$ cat config.mk
export PLATFORM = sky130hd
export DESIGN_NAME = ssim_top
export DESIGN_NICKNAME = d
export VERILOG_FILES = /design/src/logic/ssim_sync.v /design/src/logic/ssim_edge.v /design/src/logic/ssim_top.v
export VERILOG_INCLUDE_DIRS = /design/src /design/src/logic
export SDC_FILE = /design/constraint.sdc
export NUM_CORES = 1
export LEC_CHECK = 0
export ABC_AREA = 1
export BUFFER_PORTS_ARGS = -buffer_cell sky130_fd_sc_hd__buf_4
export CAP_MARGIN = 10
export CORE_MARGIN = 2
export CORE_UTILIZATION = 60
export DETAILED_ROUTE_END_ITERATION = 7
export GPL_ROUTABILITY_DRIVEN = 0
export MAX_ROUTING_LAYER = met4
export PLACE_DENSITY = 0.8
export SETUP_SLACK_MARGIN = 0.4
export SYNTH_ARGS = -nofsm -noshare
export SYNTH_HDL_FRONTEND = slang
export SYNTH_SLANG_ARGS = --single-unit
$ cat constraint.sdc
create_clock -name mclk -period 2.7 [get_ports mclk]
set_input_delay 0.27 -clock mclk [delete_from_list [all_inputs] [get_ports mclk]]
set_output_delay 0.27 -clock mclk [all_outputs]
set_load 0.1 [all_outputs]
$ cat src/logic/ssim_consts.vh
// Constants for the switch input monitor
`ifndef SSIM_CONSTS_VH
`define SSIM_CONSTS_VH
// ==========================================
// Widths
`define SSIM_WIDE_CHANNELS   16
`define SSIM_NARROW_CHANNELS 8
// ==========================================
// Reset values
`define SSIM_SYNC_RESET      2'h0
`define SSIM_SYNC_RESET_HIGH 2'h3
`endif

$ cat src/logic/ssim_sync.v
// Two-flop synchroniser for one asynchronous level
`include "ssim_consts.vh"
`default_nettype none
module ssim_sync #(
  parameter [1:0] RESET_VALUE = `SSIM_SYNC_RESET
) (
  input  wire mclk,
  input  wire srst,
  input  wire clk_en,
  input  wire async_in,
  output wire sync_out
);
  reg [1:0] stage;
  always @(posedge mclk) begin
    if (srst) begin
      stage <= RESET_VALUE;
    end else if (clk_en) begin
      stage <= {stage[0], async_in};
    end
  end
  assign sync_out = stage[1];
endmodule // ssim_sync
`default_nettype wire

$ cat src/logic/ssim_edge.v
// Edge finder on a synchronised level
`default_nettype none
module ssim_edge #(
  parameter RESET_VALUE = 1'b0
) (
  input  wire mclk,
  input  wire srst,
  input  wire clk_en,
  input  wire level,
  output wire rise,
  output wire fall
);
  reg last;
  always @(posedge mclk) begin
    if (srst) begin
      last <= RESET_VALUE;
    end else if (clk_en) begin
      last <= level;
    end
  end
  assign rise = clk_en & level & ~last;
  assign fall = clk_en & ~level & last;
endmodule // ssim_edge
`default_nettype wire

$ cat src/logic/ssim_top.v
// Switch input monitor with serial readout and change interrupt
`include "ssim_consts.vh"
`default_nettype none
// Notes on behaviour
// - 16 or 8 inputs, chosen by variant
// - Chip select fall captures inputs into status
// - Chip select fall clears asserted interrupt
// - Serial clock and input ignored while deselected
// - First rising edge loads shift register
// - Later rising edges shift toward output
// - Falling edge samples serial input into sampled, shifted in on next rising edge
// - Serial input ignored while deselected
// - Output released while deselected, driven when selected
// - Output shows MSB first, then descending
// - Interrupt is active low open drain
// - Interrupt low while inputs differ from status
// - Enable low keeps interrupt released
module ssim_top #(
  parameter WIDE = 1
) (
  input  wire                                mclk,
  input  wire                                srst,
  input  wire                                clk_en,
  input  wire [`SSIM_WIDE_CHANNELS-1:0]      switch_input,
  input  wire                                cs_n,
  input  wire                                sclk,
  input  wire                                serial_in,
  input  wire                                int_enable,
  output reg                                 serial_out,
  output reg                                 serial_out_oe_n,
  output reg                                 int_n_out,
  output reg                                 int_n_oe_n
);
  // ==========================================
  // Width of the chosen variant
  localparam N = WIDE ? `SSIM_WIDE_CHANNELS : `SSIM_NARROW_CHANNELS;

  // ==========================================
  // Synchronisers
  wire cs_n_s;
  wire sclk_s;
  wire sin_s;
  wire inten_s;
  wire [`SSIM_WIDE_CHANNELS-1:0] sw_s;

  ssim_sync #(.RESET_VALUE(`SSIM_SYNC_RESET_HIGH)) u_cs (
    .mclk(mclk), .srst(srst), .clk_en(clk_en), .async_in(cs_n), .sync_out(cs_n_s));
  ssim_sync u_sck (
    .mclk(mclk), .srst(srst), .clk_en(clk_en), .async_in(sclk), .sync_out(sclk_s));
  ssim_sync u_sin (
    .mclk(mclk), .srst(srst), .clk_en(clk_en), .async_in(serial_in), .sync_out(sin_s));
  ssim_sync u_ien (
    .mclk(mclk), .srst(srst), .clk_en(clk_en), .async_in(int_enable), .sync_out(inten_s));

  genvar gi;
  generate
    for (gi = 0; gi < `SSIM_WIDE_CHANNELS; gi = gi + 1) begin : g_sw
      ssim_sync u_sw (
        .mclk(mclk), .srst(srst), .clk_en(clk_en), .async_in(switch_input[gi]), .sync_out(sw_s[gi]));
    end
  endgenerate

  // ==========================================
  // Edge detection
  wire cs_fall;
  wire sck_rise;
  wire sck_fall;
  ssim_edge #(.RESET_VALUE(1'b1)) u_cs_edge (
    .mclk(mclk), .srst(srst), .clk_en(clk_en), .level(cs_n_s), .rise(), .fall(cs_fall));
  ssim_edge u_sck_edge (
    .mclk(mclk), .srst(srst), .clk_en(clk_en), .level(sclk_s), .rise(sck_rise), .fall(sck_fall));

  // ==========================================
  // Capture, shift and interrupt state
  reg [N-1:0] status;
  reg [N-1:0] shifter;
  reg         loaded;
  reg         sampled;
  reg         int_clear;
  wire        selected = ~cs_n_s;
  wire [N-1:0] live = sw_s[N-1:0];

  always @(posedge mclk) begin
    if (srst) begin
      status  <= {N{1'b0}};
      shifter <= {N{1'b0}};
      loaded  <= 1'b0;
      sampled <= 1'b0;
    end else if (clk_en) begin
      if (cs_fall) begin
        status <= live;
        loaded <= 1'b0;
      end else if (selected) begin
        if (sck_rise) begin
          if (!loaded) begin
            shifter <= status;
            loaded  <= 1'b1;
          end else begin
            // Sampled input bit sits in the LSB; pass-through for chains
            shifter <= {shifter[N-2:0], sampled};
          end
        end
        if (sck_fall) begin
          sampled <= sin_s;
        end
      end
    end
  end

  // Mismatch re-arms the interrupt only after the compare clears
  wire mismatch = |(live ^ status);

  always @(posedge mclk) begin
    if (srst) begin
      int_clear <= 1'b0;
    end else if (clk_en) begin
      if (cs_fall) begin
        int_clear <= 1'b1;
      end else if (!mismatch) begin
        int_clear <= 1'b0;
      end
    end
  end

  // ==========================================
  // Pin outputs, all registered
  always @(posedge mclk) begin
    if (srst) begin
      serial_out      <= 1'b0;
      serial_out_oe_n <= 1'b1;
      int_n_out       <= 1'b0;
      int_n_oe_n      <= 1'b1;
    end else if (clk_en) begin
      serial_out_oe_n <= ~selected;
      if (selected && sck_rise) begin
        serial_out <= loaded ? shifter[N-2] : status[N-1];
      end
      int_n_out  <= 1'b0;
      int_n_oe_n <= ~(inten_s & mismatch & ~int_clear & ~cs_fall);
    end
  end
endmodule // ssim_top
`default_nettype wire

==> reports/results.txt <==
post-synth cell types: 22
I/O pins: 27
setup violators final: 0
synth warn: 0
wire per inst: 12.7 um
status: complete, no violations
sequential cell area fraction in the yosys report: 49.8%
max-slew violation count: 0
WHS: 83.8 ps
Post-DRT Antenna Nets: 0
Area Overhead vs Synth: 15.8%
Worst path most repeated cell: nor2_4
final hold violations: 0
Syn Std Cell Area: 0.00314 sq mm
chip height: 76.3 um
final wirelength: 6460 um
RSZ-0062 raised after global routing: false
global-route wire length before repair: 11300 um
via/cell ratio: 5.32
Core Rows: 26
ant diodes: 0
Slew HR: 47.3%
TritonCTS Buffers: 9
worst stage delay on the critical path: 350 ps
postcts setup bufs: 0
Storage cell area: 0.00156 sq mm
power per cell area: 742 mW/mm^2
MaxCap Viol Count: 0
clk_lat worst skew: 350 ps
Setup CP Type: reg -> reg
Final Cycle Share: 55.6%
hold buffer count at cts: 0
proportion of layout cells with a drive suffix above 1: 14.0%
vias in the first global route: 2564
gr usage total: 24.6%
Clock Skew: 4.62 ps
Detailed Routing Iterations Pass 1: 5
Fillers: 424
Worst path slowest cell: dfxtp_1
largest net degree at the start of global routing: 55
fmax: 0.666 GHz
post-detail-place hpwl: 4080 um
Worst Path Max Fanout: 16
CTS max path bufs: 2
post_cts resized: 0
syn_nets: 439
Startpoint Class: flop
Post-Synthesis Cells: 416
leakage power: 1.54 nW
area taken by multi-input logic gates: 0.00133 sq mm
FF+latch count, synth: 78
nets@finish: 455
Worst VDD drop: 0.449 mV
CTS tree: done
core area: 0.00507 sq mm
CTS H-tree depth: 3
Final Critical Period: 1500 ps
critical path data arrival time: 1750 ps
Die Wd: 76.3 um
CP Depth: 6
CTS Root Cell: clkbuf_8
gr ovfl total: 0
Final Util: 71.6%
initial antenna violation count: 0
1st-iter DRT viols: 203
Hold WC Path Type: in -> reg
port bufs: 25
clock sinks: 78
Buffers & Inverters on Critical Path: 1
WP data required: 2950 ps
Starting Density: 61.8%
Clk pin slew, worst setup/hold paths: 80 ps
hold depth: 2
DRC violations left: 0
Syn Area/Cell: 7.54 sq um
Worst R2R Path Depth: 6
Worst Setup End Kind: flop
Die ar.: 0.00582 sq mm
Top Family by Delay on Critical Path: simple AND/OR/NAND/NOR gates
DR vias: 2697
TNS Setup: 0 ps
Slew @ Worst Pin: 790 ps
CP Cell Sequence: nor2_4, nand3_2, nor2_4, inv_2, a211oi_1, nor2_1
[power breakdown]
part           switching (mW)  leakage [nW]  internal (mW)
clock network           0.429         0.137          0.801
logic                   0.141         0.764         0.0824
registers              0.0348         0.640           1.21
total                   0.604          1.54           2.09
[layout make-up]
type / instances / area share, %
well taps: 70 / 2.41
inverters: 35 / 3.62
clock buffers: 10 / 3.51
clock inverters: 6 / 4.34
multi-input cells: 277 / 36.7
flip-flops and latches: 78 / 43.0
repair buffers: 31 / 6.41
[sequential cells by signal, indices dropped and copies added, names as in the netlist]
signal,cells
int_clear,1
u_cs.stage,2
status,16
int_n_oe_n,1
shifter,15
serial_out_oe_n,1
loaded,1
u_ien.stage,2
u_sin.stage,2
serial_out,1
u_sck.stage,2
sampled,1
u_sck_edge.last,1
g_sw.u_sw.stage,32
[per-layer routing]
layer  wire length [um]  GRT usage [%]
met1               3090           31.0
met3                271           4.62
met2               2960           38.5
met5                  0              -
met4                143           11.3
[Yosys cell counts]
cell type,n,area (sq um)
nor2_1,92,345
dfxtp_1,78,1560
o21ai_0,76,380
nand2_1,45,169
a21oi_1,35,175
inv_1,33,124
clkbuf_1,22,82.6
a211oi_2,10,125
a211oi_1,5,37.5
nand3_1,5,25.0
inv_2,2,7.51
nor2_4,2,22.5
xnor2_1,2,17.5
buf_1,1,3.75
buf_2,1,5.00
buf_4,1,7.51
buf_6,1,11.3
conb_1,1,3.75
nand3_2,1,10.0
nand4_1,1,6.26
o211ai_1,1,7.51
xor2_1,1,8.76
[through the flow]
step,instances,setup slack [ps],instance area [sq um],power [mW]
floorplan,416,814,3140,1.42
global placement,491,982,3350,1.48
detailed placement,491,894,3350,1.49
CTS,507,1170,3630,2.70
global route,507,1000,3630,2.80
finish,507,1200,3630,2.69
[final timing paths]
kind	endpoint	slack [ps]	from
worst min-delay path	int_clear$_SDFFE_PP0P_	80	srst
worst min register to register	sampled$_SDFFE_PP0P_	450	sampled$_SDFFE_PP0P_
worst max register to register	shifter[0]$_SDFFE_PP0P_	1200	u_cs.stage[1]$_SDFFE_PP1P_
worst max-delay path	shifter[0]$_SDFFE_PP0P_	1200	u_cs.stage[1]$_SDFFE_PP1P_
[worst register-to-register path, stage by stage, from the launching register on]
cell	delay [ps]
dfxtp_1	350
nor2_4	150
nand3_2	120
nor2_4	280
inv_2	220
a211oi_1	230
nor2_1	50
[logic make-up after synthesis]
group,share of synthesized area [%]
AND/OR/NAND/NOR,18.4
AO/OA/AOI/OAI,23.1
flip-flops,49.8
buffers and inverters,7.70
XOR/XNOR,0.838
other,0.120
[placed cells by master (no fill, tap or decap), types with 2 or more instances in the layout]
cell       netlist  routed
a211oi_1         5       5
a211oi_2        10      10
a21oi_1         35      35
buf_4            1      31
bufinv_16        0       5
clkbuf_8         0       9
dfxtp_1         78      78
inv_1           33      33
inv_2            2       2
nand2_1         45      45
nand3_1          5       5
nor2_1          92      92
nor2_4           2       2
o21ai_0         76      76
xnor2_1          2       2
Power figures use the tool's default switching activity.
